==> src/include/memory_address_map_regs.svh <==
// Purpose: constants for the program counter and data memory address map
// Assumes: one core clock, synchronous active-high reset
// Notes:   offsets are data-memory addresses within a page
// Function
// - program counter is ten bits wide, covering 1K program words.
// - power-on reset loads the program counter with 0x000.
// - software interrupt jumps to program address 0x001.
// - every hardware interrupt jumps to common vector 0x008.
// - short call and accumulator jump or call reach 256 locations.
// - page jump reaches 512 locations.
// - long call and long jump reach the whole program space.
// - calls and accepted interrupts push next address onto stack top.
// - subroutine, literal and interrupt exits pop stack top into program counter.
// - general page has four banks chosen by pointer bits 7 to 6.
// - indirect access: bank from pointer 7:6, location from pointer 5:0.
// - direct access: bank from pointer 7:6, location from opcode 5:0.
// - ordinary instructions reach general page special registers.
// - special registers live in bank 0 only; other banks mirror them.
// - SRAM sits at 0x10 to 0x3F of bank 0; other banks mirror it.
// - general page decodes timer, pc low, status, pointer, port, enable, flags.
// - control page reached only by control page write and read.
// - special page reached only by special page write and read.
// - control and special page accesses ignore pointer bank bits.
// - control and special pages each decode their own 0x0 to 0xF.
// - indirect port has no storage; it acts on the pointed register.
// - timer0 reads live count; writes replace running count at once.
// - timer0 clock chosen from instruction clock, external pin or slow oscillator.
// - page jump takes bits 8:0 from instruction, bit 9 from buffer bit 1.
`ifndef MEMORY_ADDRESS_MAP_REGS_SVH
`define MEMORY_ADDRESS_MAP_REGS_SVH

`define PC_WIDTH            10
`define RESET_VECTOR        10'h000
`define SOFT_INT_VECTOR     10'h001
`define HARD_INT_VECTOR     10'h008
`define STACK_DEPTH         8

`define ADDR_INDIRECT       6'h00
`define ADDR_TIMER0         6'h01
`define ADDR_PC_LOW         6'h02
`define ADDR_STATUS         6'h03
`define ADDR_POINTER        6'h04
`define ADDR_PORT           6'h06
`define ADDR_POWER          6'h08
`define ADDR_WAKE           6'h09
`define ADDR_PC_HIGH        6'h0a
`define ADDR_PULLDOWN       6'h0b
`define ADDR_PULLUP         6'h0c
`define ADDR_INT_ENABLE     6'h0e
`define ADDR_INT_FLAGS      6'h0f
`define SRAM_BASE           6'h10

`define CTL_PORT_DIR        4'h6
`define CTL_T0_PRESCALE     4'ha
`define SPC_TIMER1          4'h0
`define SPC_OSC_CTRL        4'hf

`define BANK_MSB            7
`define BANK_LSB            6

`define RST_STATUS          8'h18
`define RST_POWER           8'h88
`define RST_WAKE            8'h3f
`define RST_PULLDOWN        8'hff
`define RST_PULLUP          8'h3f
`define RST_PORT_DIR        8'hff
`define RST_ZERO            8'h00

`define T0SRC_INST          2'h0
`define T0SRC_EXT           2'h1
`define T0SRC_SLOW          2'h2

`endif

==> src/include/memory_address_map_pkg.sv <==
// Purpose: types shared by the address map block
// Assumes: nothing
// Notes:   constants live in the regs header
package memory_address_map_pkg;

   typedef enum logic [3:0] {
      FLOW_NEXT,
      FLOW_SHORT_CALL,
      FLOW_ACC_JUMP,
      FLOW_ACC_CALL,
      FLOW_PAGE_JUMP,
      FLOW_LONG_JUMP,
      FLOW_LONG_CALL,
      FLOW_SUB_EXIT,
      FLOW_LIT_EXIT,
      FLOW_INT_EXIT,
      FLOW_SOFT_INT,
      FLOW_HARD_INT,
      FLOW_HOLD
   } flow_op_t;

   typedef enum logic [2:0] {
      DATA_NONE,
      DATA_DIRECT,
      DATA_CONTROL,
      DATA_SPECIAL
   } data_space_t;

   typedef struct packed {
      flow_op_t    op;
      logic [9:0]  target;
      logic [7:0]  acc;
   } flow_req_t;

   typedef struct packed {
      data_space_t space;
      logic        wr;
      logic        rd;
      logic [5:0]  opcode_addr;
      logic [7:0]  wdata;
   } data_req_t;

endpackage : memory_address_map_pkg

==> src/rtl/memory_address_map.sv <==
// Purpose: program counter, return stack and data memory decode of the core
// Assumes: core decode issues at most one flow and one data request per cycle
// Notes:   read data is registered and appears the cycle after the request
`timescale 1ns/10ps
`include "memory_address_map_regs.svh"

module memory_address_map
   import memory_address_map_pkg::*;
(
   input  wire logic        sys_clk_i,
   input  wire logic        reset_i,
   input  wire flow_req_t   flow_i,
   input  wire data_req_t   data_i,
   input  wire logic        inst_tick_i,
   input  wire logic        ext_clk_i,
   input  wire logic        slow_clk_i,
   input  wire logic [1:0]  timer0_src_i,
   input  wire logic [5:0]  port_pins_i,
   output logic [9:0]       pc_o,
   output logic [7:0]       rdata_o,
   output logic             rvalid_o,
   output logic [7:0]       port_data_o,
   output logic [7:0]       port_dir_o,
   output logic [7:0]       timer0_prescale_o,
   output logic             stack_overflow_o
);

   // ************************************************************
   // storage
   // ************************************************************
   logic [9:0]  stack_ff [`STACK_DEPTH];
   logic [2:0]  sp_ff;
   logic [7:0]  sram_ff  [48];
   logic [7:0]  timer0_ff;
   logic [7:0]  status_ff;
   logic [7:0]  pointer_ff;
   logic [7:0]  power_ff;
   logic [7:0]  wake_ff;
   logic [7:0]  pc_high_ff;
   logic [7:0]  pulldown_ff;
   logic [7:0]  pullup_ff;
   logic [7:0]  int_enable_ff;
   logic [7:0]  int_flags_ff;
   logic [7:0]  spc_ff [16];
   logic [9:0]  nxt_pc;
   logic [9:0]  pc_plus;
   logic        push;
   logic        pop;
   logic [5:0]  gen_addr;
   logic [1:0]  bank;
   logic        gen_wr;
   logic        gen_rd;
   logic [7:0]  gen_rdata;
   logic        ext_d_ff;
   logic        slow_d_ff;
   logic        t0_tick;

   assign pc_plus = pc_o + 10'h001;

   // ************************************************************
   // program counter
   // ************************************************************
   always_comb
   begin
      nxt_pc = pc_plus;
      push   = 1'b0;
      pop    = 1'b0;
      case (flow_i.op)
         FLOW_NEXT       : nxt_pc = pc_plus;
         FLOW_HOLD       : nxt_pc = pc_o;
         FLOW_SHORT_CALL :
         begin
            nxt_pc = {pc_high_ff[1:0], flow_i.target[7:0]};
            push   = 1'b1;
         end
         FLOW_ACC_JUMP   : nxt_pc = {pc_high_ff[1:0], flow_i.acc};
         FLOW_ACC_CALL   :
         begin
            nxt_pc = {pc_high_ff[1:0], flow_i.acc};
            push   = 1'b1;
         end
         FLOW_PAGE_JUMP  : nxt_pc = {pc_high_ff[1], flow_i.target[8:0]};
         FLOW_LONG_JUMP  : nxt_pc = flow_i.target;
         FLOW_LONG_CALL  :
         begin
            nxt_pc = flow_i.target;
            push   = 1'b1;
         end
         FLOW_SUB_EXIT,
         FLOW_LIT_EXIT,
         FLOW_INT_EXIT   :
         begin
            nxt_pc = stack_ff[sp_ff - 3'h1];
            pop    = 1'b1;
         end
         FLOW_SOFT_INT   :
         begin
            nxt_pc = `SOFT_INT_VECTOR;
            push   = 1'b1;
         end
         FLOW_HARD_INT   :
         begin
            nxt_pc = `HARD_INT_VECTOR;
            push   = 1'b1;
         end
         default         : nxt_pc = pc_plus;
      endcase
      // writing the low byte redirects execution through the high buffer
      if (gen_wr && gen_addr == `ADDR_PC_LOW)
         nxt_pc = {pc_high_ff[1:0], data_i.wdata};
   end

   always_ff @(posedge sys_clk_i)
   begin
      if (reset_i)
         pc_o <= `RESET_VECTOR;
      else
         pc_o <= nxt_pc;
   end

   // ************************************************************
   // return stack
   // ************************************************************
   always_ff @(posedge sys_clk_i)
   begin
      if (reset_i)
      begin
         sp_ff            <= 3'h0;
         stack_overflow_o <= 1'b0;
      end
      else if (push)
      begin
         stack_ff[sp_ff] <= pc_plus;
         sp_ff           <= sp_ff + 3'h1;
         if (sp_ff == 3'h7)
            stack_overflow_o <= 1'b1;
      end
      else if (pop)
         sp_ff <= sp_ff - 3'h1;
   end

   // ************************************************************
   // general page decode
   // ************************************************************
   always_comb
   begin
      bank     = pointer_ff[`BANK_MSB:`BANK_LSB];
      gen_addr = data_i.opcode_addr;
      if (data_i.opcode_addr == `ADDR_INDIRECT)
         gen_addr = pointer_ff[5:0];
      gen_wr = (data_i.space == DATA_DIRECT) && data_i.wr;
      gen_rd = (data_i.space == DATA_DIRECT) && data_i.rd;
   end

   // bank is decoded but all four banks mirror bank 0 in this part
   always_comb
   begin
      gen_rdata = `RST_ZERO;
      if (gen_addr >= `SRAM_BASE)
         gen_rdata = sram_ff[gen_addr - `SRAM_BASE];
      else
         case (gen_addr)
            `ADDR_TIMER0     : gen_rdata = timer0_ff;
            `ADDR_PC_LOW     : gen_rdata = pc_o[7:0];
            `ADDR_STATUS     : gen_rdata = status_ff;
            `ADDR_POINTER    : gen_rdata = pointer_ff;
            `ADDR_PORT       : gen_rdata = {port_data_o[7:6], port_pins_i};
            `ADDR_POWER      : gen_rdata = power_ff;
            `ADDR_WAKE       : gen_rdata = wake_ff;
            `ADDR_PC_HIGH    : gen_rdata = pc_high_ff;
            `ADDR_PULLDOWN   : gen_rdata = pulldown_ff;
            `ADDR_PULLUP     : gen_rdata = pullup_ff;
            `ADDR_INT_ENABLE : gen_rdata = int_enable_ff;
            `ADDR_INT_FLAGS  : gen_rdata = int_flags_ff;
            default          : gen_rdata = `RST_ZERO;
         endcase
   end

   always_ff @(posedge sys_clk_i)
   begin
      if (gen_wr && gen_addr >= `SRAM_BASE)
         sram_ff[gen_addr - `SRAM_BASE] <= data_i.wdata;
   end

   always_ff @(posedge sys_clk_i)
   begin
      if (reset_i)
      begin
         status_ff     <= `RST_STATUS;
         pointer_ff    <= `RST_ZERO;
         port_data_o   <= `RST_ZERO;
         power_ff      <= `RST_POWER;
         wake_ff       <= `RST_WAKE;
         pc_high_ff    <= `RST_ZERO;
         pulldown_ff   <= `RST_PULLDOWN;
         pullup_ff     <= `RST_PULLUP;
         int_enable_ff <= `RST_ZERO;
         int_flags_ff  <= `RST_ZERO;
      end
      else if (gen_wr)
         case (gen_addr)
            `ADDR_STATUS     : status_ff     <= data_i.wdata;
            `ADDR_POINTER    : pointer_ff    <= data_i.wdata;
            `ADDR_PORT       : port_data_o   <= data_i.wdata;
            `ADDR_POWER      : power_ff      <= data_i.wdata;
            `ADDR_WAKE       : wake_ff       <= data_i.wdata;
            `ADDR_PC_HIGH    : pc_high_ff    <= data_i.wdata;
            `ADDR_PULLDOWN   : pulldown_ff   <= data_i.wdata;
            `ADDR_PULLUP     : pullup_ff     <= data_i.wdata;
            `ADDR_INT_ENABLE : int_enable_ff <= data_i.wdata;
            `ADDR_INT_FLAGS  : int_flags_ff  <= data_i.wdata;
            default          : ;
         endcase
   end

   // ************************************************************
   // timer0 count
   // ************************************************************
   always_ff @(posedge sys_clk_i)
   begin
      if (reset_i)
      begin
         ext_d_ff  <= 1'b0;
         slow_d_ff <= 1'b0;
      end
      else
      begin
         ext_d_ff  <= ext_clk_i;
         slow_d_ff <= slow_clk_i;
      end
   end

   always_comb
   begin
      case (timer0_src_i)
         `T0SRC_INST : t0_tick = inst_tick_i;
         `T0SRC_EXT  : t0_tick = ext_clk_i & ~ext_d_ff;
         `T0SRC_SLOW : t0_tick = slow_clk_i & ~slow_d_ff;
         default     : t0_tick = 1'b0;
      endcase
   end

   always_ff @(posedge sys_clk_i)
   begin
      if (reset_i)
         timer0_ff <= `RST_ZERO;
      else if (gen_wr && gen_addr == `ADDR_TIMER0)
         timer0_ff <= data_i.wdata;
      else if (t0_tick)
         timer0_ff <= timer0_ff + 8'h01;
   end

   // ************************************************************
   // control and special pages
   // ************************************************************
   always_ff @(posedge sys_clk_i)
   begin
      if (reset_i)
      begin
         port_dir_o        <= `RST_PORT_DIR;
         timer0_prescale_o <= `RST_ZERO;
         for (int i = 0; i < 16; i++)
            spc_ff[i] <= `RST_ZERO;
      end
      else if (data_i.wr && data_i.space == DATA_CONTROL)
         case (data_i.opcode_addr[3:0])
            `CTL_PORT_DIR    : port_dir_o        <= data_i.wdata;
            `CTL_T0_PRESCALE : timer0_prescale_o <= data_i.wdata;
            default          : ;
         endcase
      else if (data_i.wr && data_i.space == DATA_SPECIAL)
         spc_ff[data_i.opcode_addr[3:0]] <= data_i.wdata;
   end

   // ************************************************************
   // read data
   // ************************************************************
   always_ff @(posedge sys_clk_i)
   begin
      if (reset_i)
      begin
         rdata_o  <= `RST_ZERO;
         rvalid_o <= 1'b0;
      end
      else
      begin
         rvalid_o <= data_i.rd && (data_i.space != DATA_NONE);
         rdata_o  <= `RST_ZERO;
         if (gen_rd)
            rdata_o <= gen_rdata;
         else if (data_i.rd && data_i.space == DATA_CONTROL)
            case (data_i.opcode_addr[3:0])
               `CTL_PORT_DIR    : rdata_o <= port_dir_o;
               `CTL_T0_PRESCALE : rdata_o <= timer0_prescale_o;
               default          : rdata_o <= `RST_ZERO;
            endcase
         else if (data_i.rd && data_i.space == DATA_SPECIAL)
            rdata_o <= spc_ff[data_i.opcode_addr[3:0]];
      end
   end

endmodule : memory_address_map

==> config.mk <==
export PLATFORM = sky130hd
export DESIGN_NAME = memory_address_map
export DESIGN_NICKNAME = d
export VERILOG_FILES = /design/src/include/memory_address_map_pkg.sv /design/src/rtl/memory_address_map.sv
export VERILOG_INCLUDE_DIRS = /design/src /design/src/include
export SDC_FILE = /design/constraint.sdc
export NUM_CORES = 1
export LEC_CHECK = 0
export BUFFER_PORTS_ARGS = -buffer_cell sky130_fd_sc_hd__buf_4
export CAP_MARGIN = 10
export CELL_PAD_IN_SITES_DETAIL_PLACEMENT = 1
export CELL_PAD_IN_SITES_GLOBAL_PLACEMENT = 1
export CORE_AREA = 2 2 359 290
export CTS_CLUSTER_DIAMETER = 120
export CTS_CLUSTER_SIZE = 14
export DETAILED_ROUTE_END_ITERATION = 12
export DIE_AREA = 0 0 361 292
export GPL_TIMING_DRIVEN = 0
export PLACE_DENSITY_LB_ADDON = 0.1
export SYNTH_ARGS = -nofsm -noshare
export SYNTH_HDL_FRONTEND = slang
export SYNTH_SLANG_ARGS = --single-unit
==> constraint.sdc <==
create_clock -name sys_clk_i -period 4.2 [get_ports sys_clk_i]
set_input_delay 0.84 -clock sys_clk_i [delete_from_list [all_inputs] [get_ports sys_clk_i]]
set_output_delay 0.84 -clock sys_clk_i [all_outputs]
set_load 0.02 [all_outputs]
=== Word level (Yosys, flattened, before mapping) ===
Memories as Yosys holds them, arrays and structs flattened.
Cells that the tools add are included.

* Add/sub/neg operators: 5
* Order comparisons: 1
* Equal/unequal tests: 33
* Multiplexer cells: 30
* Bitwise logic cells: 4
* Reduce and logical (&&, ||, !) cells: 33

{| class="wikitable"
|+ Operator list
! operator !! count
|-
| $pmux W8 S12 || 1
|-
| $pmux W10 S8 || 1
|-
| $mux W8 || 7
|-
| $eq A6 B4 Y1 const B || 7
|-
| $reduce_and A2 Y1 || 13
|-
| $eq A4 B4 Y1 const B || 6
|-
| $eq A4 B3 Y1 const B || 5
|-
| $pmux W8 S2 || 1
|-
| $mux W1 || 14
|-
| $eq A6 B2 Y1 const B || 2
|-
| $eq A6 B3 Y1 const B || 2
|-
| $add A10 B1 Y10 const B || 1
|-
| $logic_and A1 B1 Y1 || 10
|-
| $mux W10 || 1
|-
| $add A8 B1 Y8 const B || 1
|-
| $eq A4 B2 Y1 const B || 2
|-
| $reduce_or A8 Y1 || 1
|-
| $eq A3 B2 Y1 const B || 2
|-
| $eq A6 B1 Y1 const B || 1
|-
| $ge A6 B5 Y1 const B || 1
|-
| $logic_not A6 Y1 || 1
|-
| $mux W3 || 2
|-
| $mux W6 || 1
|-
| $sub A6 B5 Y6 const B || 1
|-
| 18 further kinds || 22
|}

* Register bits: 129
* Memory bits (writable): 592
* Input bits: 54
* Output and inout bits: 44
* Memories: 3

{| class="wikitable"
|+ Memory list
! name !! depth !! bits a word !! rd ports !! clocked after memory_dff !! write ports !! line !! RTL
|-
| sram_ff || 48 || 8 || 1 || 0 || 1 || memory_address_map.sv:33 || <nowiki>logic [7:0] sram_ff [48];</nowiki>
|-
| spc_ff || 16 || 8 || 1 || 0 || 16 || memory_address_map.sv:44 || <nowiki>logic [7:0] spc_ff [16];</nowiki>
|-
| stack_ff || 8 || 10 || 1 || 0 || 1 || memory_address_map.sv:31 || <nowiki>logic [9:0] stack_ff [`STACK_DEPTH];</nowiki>
|}

=== Logic depth before layout (Yosys ltp) ===
Gate-level depths: netlist of the first run.

* Depth after elaboration: 8
* Gate-level depth with buffers: 12
* Mapped depth without buffers: 9

=== Worst setup path after synthesis of the first run ===
Ideal clock, no wire load.

* Kind: input to register
* Start point: input port data_i[11] (netlist bit)
* End point: memory sram_ff[2][0], enable pin
* Setup time: 0.370 ns
* Data arrival time: 3.134 ns
* Data required time: 3.830 ns
* Path slack: 0.695 ns
* Cell stages on the path: 8
* Cell sequence: or4_1 buf_4 o41ai_4 buf_2 buf_2 buf_2 nand2_1 nor2_1

* Longest elaborated chain between the ends: 6
* Elaborated cells between the ends (all ways): 7

{| class="wikitable"
|+ RTL lines
! element !! line !! RTL
|-
| start: declaration || memory_address_map.sv:13 || <nowiki>input wire data_req_t data_i,</nowiki>
|-
| $logic_not A6 Y1 (no line) || - ||
|-
| $mux W6 (*) || memory_address_map.sv:149 || <nowiki>if (data_i.opcode_addr == `ADDR_INDIRECT)</nowiki>
|-
| $ge A6 B5 Y1 (no line) || - ||
|-
| $logic_and A1 B1 Y1 (no line) || - ||
|-
| $mux W1 || memory_address_map.sv:181 || <nowiki>if (gen_wr && gen_addr >= `SRAM_BASE)</nowiki>
|-
| $mux W1 || memory_address_map.sv:182 || <nowiki>sram_ff[gen_addr - `SRAM_BASE] <= data_i.wdata;</nowiki>
|-
| end: declaration || memory_address_map.sv:33 ||
|}

Mark *: on every way between the ends. The rest lies on a longest branch, timed or not.

=== Worst setup path in the final report of the first run ===
* Start point: input port data_i[11] (netlist bit)
* End point: memory sram_ff[23][0], enable pin

Same word-level chain as after synthesis.

==> summary.txt, run 1 <==
Worst setup path
  – Slowest cell delay on critical path: 1000 ps
  – CP arrival: 4650 ps
  – Critical path buffers and inverters: 4
  – CP Max Fanout: 10
  – Delay-heaviest family, CP: simple AND/OR/NAND/NOR gates
  – Crit path cell chain: buf_4 -> or4_1 -> buf_4 -> o31ai_4 -> buf_2 -> buf_2 -> nand2_1 -> nor2_1
  – CP Class: in -> reg
  – Worst path required time: 4460 ps
  – Startpoint Class: primary input
  – R2R Path End: rdata_o[3]
  – Crit end category: flop
  – Worst Reg-to-Reg Cells: 8
  – Reg-to-Reg Start: pointer_ff[0]
  – Flop2flop setup slack: -70 ps
  – Critical-path top delay cell: nor2_1

STA
  – RSZ-0062 raised after global routing: true
  – PnR worst setup slack: -190 ps
  – Final setup fails: 91
  – Setup TNS: -7680 ps
  – Fin Hold WS: 429 ps
  – Slew @ Worst Pin: 1240 ps
  – Max Slew Vio Count: 0
  – Final period util: 105%
  – Final hold vios: 0
  – Setup Skew: about 22 ps
  – Worst rel slew slack: 17.1%
  – Fmax: 228 MHz
  – Fin crit period: 4390 ps

Min path
  – Worst Hold End: slow_d_ff
  – Hold Path Stages: 2
  – Worst hold start: slow_clk_i
  – Hold crit path type: in -> reg

Run status
  – Failing checks: negative setup slack
  – Status: finished, violations left

Yosys
  – Most common cell in the netlist: edfxtp_1
  – Distinct cell type count after synthesis: 76
  – Post-synth EDFFs: 592
  – Mux contribution to synthesized area: just over 9%
  – Syn Std Cell Area: between 0.03 and 0.04 mm2
  – Synth Area in XOR/XNOR: 0.519%
  – Sequential element share of the synthesized area: between 60% and 70%
  – Yosys warning count: 0
  – Gate Count Post-Synth: 2212
  – Ys async rst share: 0%
  – Simple-gate area share of the yosys netlist: 10.0%
  – Top post-synthesis cells by area: edfxtp_1 59%, dfxtp_1 8.5%, mux2i_1 4.7%, mux4_2 3.9%, and2_1 2.4%
  – Main combinational cell family by area after synthesis: compound AO/OA/AOI/OAI gates
  – Post-synth top area share: roughly three fifths
  – Area leader, netlist: edfxtp_1
  – Post-Syn Nets: 2276
  – Syn Area/Cell: 13.7 um2
  – Synthesized-area fraction occupied by adder cells: less than 1%
  – Most frequent cells after synthesis: 592 x edfxtp_1, 172 x nand2_1, 168 x nor2_1, 144 x mux2i_1, 129 x dfxtp_1
  – Main synth FF type: edfxtp_1
  – Post-synthesis sequential element count: 721
  – Compound-Gate Fraction of Synth Area: a little over a tenth

Pwr
  – PwrDens: 422 mW/mm2
  – Sw power: about 0.0038 W
  – Int Power: 0.0110 W
  – Total chip power: 0.0147 W
  – Power share of the clock group: 35.9%
  – Switching share of power: ~25%
  – Largest vdd supply drop: 0.355 mV
  – Leakage: between 10 and 15 nW
  – Comb pwr share: 10.4%
  – Part of the power in registers: 53.7%

Routing
  – Wire per inst: between 30 and 40 um
  – Routed Antenna Nets: 0
  – Number of DRC markers in iteration 0: 1885
  – Vias post-DR: 20500
  – Routed wire length: 115 mm
  – DR vias/cell: 5.44
  – Drt pass-1 iters: 7
  – DRC viols: 0

Die
  – Core area: 0.102 mm2
  – Initial Utilization: 29.8%
  – Die extent in y: 292 um
  – Die Wd: about 360 um
  – Io pins: 98
  – FP Rows: between 100 and 150
  – Area of the die: 0.105 mm2

Place
  – IO Port Bufs: 95
  – Post-DP HPWL: 80.3 mm
  – Placed insts: 3655
  – RD Place Congestion: 0.856

Flow run
  – Max-cap violations: 0

Global route
  – Grt ovf: 0
  – Largest net degree at the start of global routing: 52
  – Initial antenna violation count: 6
  – First-pass GRT wire length: 162 mm
  – Vias in the first global route: 21100
  – Overall Global Routing Usage: 21.6%

Clock tree
  – Htree depth: 2
  – TritonCTS clock tree: yes
  – Clock-pin transition on the worst setup and hold timing paths: 70 ps
  – Sink Count: 721
  – Clock Tree Buf Depth: 3
  – # hold bufs at CTS: 0
  – Worst skew pair latency: 660 ps
  – Inserted Clock Buffers: 57
  – Clock root cell: clkbuf_16

Final layout
  – Multi-input logic area: 0.00964 mm2
  – Layout cells sized above 1: 15.9%
  – Fill count: 10600
  – Area grow syn2layout: 15.1%
  – Layout net count: 2445
  – Non-Filler Instances: 3766
  – Fin util: between 30% and 40%
  – Register area: 0.0204 mm2
-- worst max path at each step --
stage,start,end,depth (start not counted)
2_1_floorplan,data_i[11],sram_ff[2][0],8
3_3_place_gp,data_i[11],sram_ff[2][1],9
3_5_place_dp,data_i[10],rdata_o[1],12
4_1_cts,pointer_ff[0],sram_ff[24][5],7
5_1_grt,data_i[10],sram_ff[23][5],10
6_report,data_i[11],sram_ff[23][0],8
-- kinds of logic after synthesis --
family / count (synthesis)
adder cells (fa/ha/maj): 11
multiplexers: 209
flip-flops: 721
AND/OR/NAND/NOR: 629
XOR/XNOR: 18
buffers and inverters: 174
AO/OA/AOI/OAI: 450
-- routing by layer --
| metal | up-vias | GRT usage (%) | wire length, um |
|---|---|---|---|
| li1 | 8884 | - | - |
| met1 | 10900 | 31.3 | 53900 |
| met2 | 570 | 33.4 | 51700 |
| met3 | 140 | 3.68 | 6600 |
| met4 | 4 | 5.67 | 2910 |
| met5 | - | 0 | 32 |
-- timing repair --
action	in CTS	in global routing
pin swaps	2	0
resized for setup	45	63
setup buffers	4	0
endpoints found under the setup margin	194	338
-- sequential cells by signal (all words and copies together) (netlist names), 10 cells and up --
name      cells
pc_o         10
spc_ff      128
sram_ff     384
stack_ff     80
-- worst register-to-register path: stages (launching register included) --
cell	delay (ps)
dfxtp_1	460
or2_2	370
a21oi_2	490
buf_1	750
clkbuf_2	590
a22oi_1	130
o22ai_1	340
nor4_2	150
o32ai_1	800
-- layout by cell type (no fill, tap or decap), types with 7 or more instances in the layout --
cell type,count
a22oi_1,94
nor2_2,22
buf_4,105
nand3_1,59
nor3_1,17
xnor2_1,10
buf_2,49
inv_1,18
o221ai_1,22
clkbuf_2,10
ha_1,10
nor2_1,125
a31oi_1,8
a21oi_1,98
nor4_1,9
and3_1,22
nor2b_1,8
nor2_4,22
o22ai_1,63
nand2_1,170
and2_1,117
a222oi_1,35
a211oi_1,14
clkbuf_1,126
dfxtp_1,129
mux4_2,52
xor2_1,7
buf_1,8
mux2i_1,144
clkbuf_16,59
o21ai_0,34
o21ai_1,9
edfxtp_1,592
a221oi_1,7
nand2b_1,15
a2111oi_0,8
mux2_2,11
-- stage by stage --
step	instance area, um2	worst slack [ps]
2_1_floorplan	30400	695
3_3_place_gp	32800	-1510
3_5_place_dp	32800	-1390
4_1_cts	34700	-212
5_1_grt	34900	-346
6_report	35000	-190
-- power groups by stage --
stage                     Combinational (W)  Clock [W]  Sequential, W
after floorplan                    0.000784          0        0.00806
after global placement              0.00148          0        0.00807
after detailed placement            0.00150          0        0.00808
after CTS                           0.00153    0.00544        0.00792
after global routing                0.00163    0.00566        0.00793
final                               0.00153    0.00530        0.00792
-- layout make-up --
class,count,share of cell area (%)
multi-input combinational,1317,27.6
inverter,20,0.226
clock buffer,103,4.72
timing repair buffer,112,2.45
antenna,2,0.0143
buffer,152,1.94
clock inverter,2,0.0430
tap,1337,4.79
sequential,721,58.2
(Power assumes the default switching activity.)
==> inputs of run 2 (changes only) <==
--- a/config.mk
+++ b/config.mk
@@ -6,7 +6,6 @@
 export SDC_FILE = /design/constraint.sdc
 export NUM_CORES = 1
 export LEC_CHECK = 0
-export BUFFER_PORTS_ARGS = -buffer_cell sky130_fd_sc_hd__buf_4
 export CAP_MARGIN = 10
 export CELL_PAD_IN_SITES_DETAIL_PLACEMENT = 1
 export CELL_PAD_IN_SITES_GLOBAL_PLACEMENT = 1
@@ -15,6 +14,7 @@
 export CTS_CLUSTER_SIZE = 14
 export DETAILED_ROUTE_END_ITERATION = 12
 export DIE_AREA = 0 0 361 292
+export DONT_BUFFER_PORTS = 1
 export GPL_TIMING_DRIVEN = 0
 export PLACE_DENSITY_LB_ADDON = 0.1
 export SYNTH_ARGS = -nofsm -noshare
==> constraint.sdc (replaced) <==
create_clock -name sys_clk_i -period 4.4 [get_ports sys_clk_i]
set_input_delay 0.88 -clock sys_clk_i [delete_from_list [all_inputs] [get_ports sys_clk_i]]
set_output_delay 0.88 -clock sys_clk_i [all_outputs]
set_load 0.02 [all_outputs]
==> run 2 against run 1 <==
The run still ends with negative setup slack left. Utilization shrank 0.90 points. Global-route usage is essentially flat. Worst hold slack lost 90 ps. Sequential share of layout area grew 1.6 points. Cell count shrank 2.4%. Flip-flop and latch count is the same. Power shrank 6.1%. Clock power shrank 6.2%. Clock-buffer cell count shrank 1. Largest cell class unchanged. Highest routed layer unchanged.
==> summary.txt, run 2 (same netlist as run 1, synthesis figures left out) <==
Final layout
  – Final design instance area without fill: 0.0340 mm2
  – Reg with most FFs: sram_ff
  – Area grow syn2layout: 12.1%
  – Layout net count: 2357
  – Diode count: 0
  – Max FFs per register: between 300 and 400
  – Layout cells sized above 1: 11.8%
  – Fill count: about 11000
  – Most frequent cells in the layout: 592 x edfxtp_1, 172 x nand2_1, 144 x mux2i_1
  – Biggest regs: sram_ff (384), spc_ff (128), stack_ff (80)
  – Most common cell after layout, fill and taps aside: edfxtp_1

Die
  – Area of the die: 0.105 mm2
  – Core area: 0.102 mm2
  – Die extent in y: 292 um
  – Initial Utilization: 29.8%
  – Die Wd: 361 um
  – Io pins: between 90 and 100
  – FP Rows: 105

Worst setup path
  – CP arrival: 4830 ps
  – Worst path required time: between 4000 and 5000 ps
  – CP Max Fanout: 10
  – CP Class: in -> reg
  – Crit end category: flop
  – Startpoint Class: primary input

STA
  – Fmax: ~230 MHz
  – Fin crit period: around 4400 ps
  – RSZ-0062 raised after global routing: true
  – Worst rel slew slack: between 15 and 20%
  – Final setup fails: 1
  – Final hold vios: 0
  – Final period util: 100%
  – Slew @ Worst Pin: roughly 1300 ps
  – Max Slew Vio Count: 0
  – Setup Skew: 22.6 ps
  – PnR worst setup slack: -1.85 ps

Global route
  – Grt ovf: 0
  – Overall Global Routing Usage: between 20% and 30%
  – Largest net degree at the start of global routing: 52
  – Vias in the first global route: 20600
  – Initial antenna violation count: 7
  – First-pass GRT wire length: 162 mm

Routing
  – Drt pass-1 iters: 7
  – Number of DRC markers in iteration 0: roughly 2000
  – Wire per inst: 31.4 um
  – Routed Antenna Nets: 0
  – Routed wire length: ~120 mm
  – DRC viols: 0
  – Vias post-DR: ~20000
  – DR vias/cell: 5.47

Pwr
  – Leakage: 11.0 nW
  – PwrDens: 407 mW/mm2
  – Largest vdd supply drop: approximately 0.3 mV

Place
  – Placement Cell Area: between 0.03 and 0.04 mm2
  – RD Place Congestion: approximately 0.84
  – Post-DP HPWL: 80.7 mm
  – IO Port Bufs: 0
  – Worst slack, placed: -1110 ps

Clock tree
  – Sink Count: 721
  – Inserted Clock Buffers: 57
  – Clock root cell: clkbuf_16
  – # hold bufs at CTS: 0
  – Clock Tree Buf Depth: 3
  – Htree depth: 2
  – TritonCTS clock tree: yes
  – Clock-pin transition on the worst setup and hold timing paths: 70 ps
  – Worst skew pair latency: 650 ps

Min path
  – Hold crit path type: in -> reg

Run status
  – Status: finished, violations left
  – Failing checks: negative setup slack

Flow run
  – Max-cap violations: 0
-- run 2: power by group --
part           switching (W)  total [W]  internal [W]
registers          0.0000887    0.00757       0.00749
logic               0.000867    0.00130      0.000433
clock network        0.00251    0.00497       0.00246
-- run 2: worst paths after layout --
check,start,to,slack (ps),cells past startpoint
min,data_i[0],sram_ff[38][0],340,0
max,data_i[11],rdata_o[5],-2,9
min reg2reg,wake_ff[7],wake_ff[7],460,2
max reg2reg,pointer_ff[0],rdata_o[5],60,8
-- run 2: layer usage --
metal  up-vias  share of wire (%)  GRT usage, %
li1       8704                  -             -
met1     10700                 48          31.6
met2       509                 45          34.0
met3       121                5.1          3.07
met4         8                1.9          4.43
met5         -              0.042             0
-- run 2: repair_timing --
item	CTS	global route
hold endpoints to repair	0	0
endpoints found under the setup margin	115	259
buffers inserted	0	2
gates resized for setup	16	46
-- run 2: layout make-up --
cell class / instances / area [um2] / share of cell area [%]
Sequential cell: 721 / 20400 / 59.8
Inverter: 20 / 75.1 / 0.221
Tap cell: 1337 / 1670 / 4.91
Clock buffer: 102 / 1620 / 4.75
Timing Repair Buffer: 22 / 184 / 0.540
Buffer: 154 / 668 / 1.96
Clock inverter: 1 / 5.00 / 0.0147
Multi-Input combinational cell: 1317 / 9460 / 27.8
-- run 2: worst max-delay path, stage by stage --
cell and delay [ps]:
or4_1 500, buf_4 190, o32ai_4 410, buf_2 400, buf_1 860, a222oi_1 310, o22ai_1 190, nor4_1 150
o41ai_1 910
-- run 2: stage by stage --
| step | setup TNS [ps] | hold WS [ps] | total power, W | util (%) | instances |
|---|---|---|---|---|---|
| floorplan | 0 | 434 | 0.00844 | - | 2212 |
| global placement | -205900 | 443 | 0.00899 | 31.5 | 3549 |
| detailed placement | -206340 | 452 | 0.00902 | 31.6 | 3564 |
| CTS | -8750 | 300 | 0.0140 | 33.2 | 3667 |
| global route | -3070 | 308 | 0.0143 | 33.4 | 3674 |
| finish | -1.85 | 339 | 0.0138 | 33.4 | 3674 |
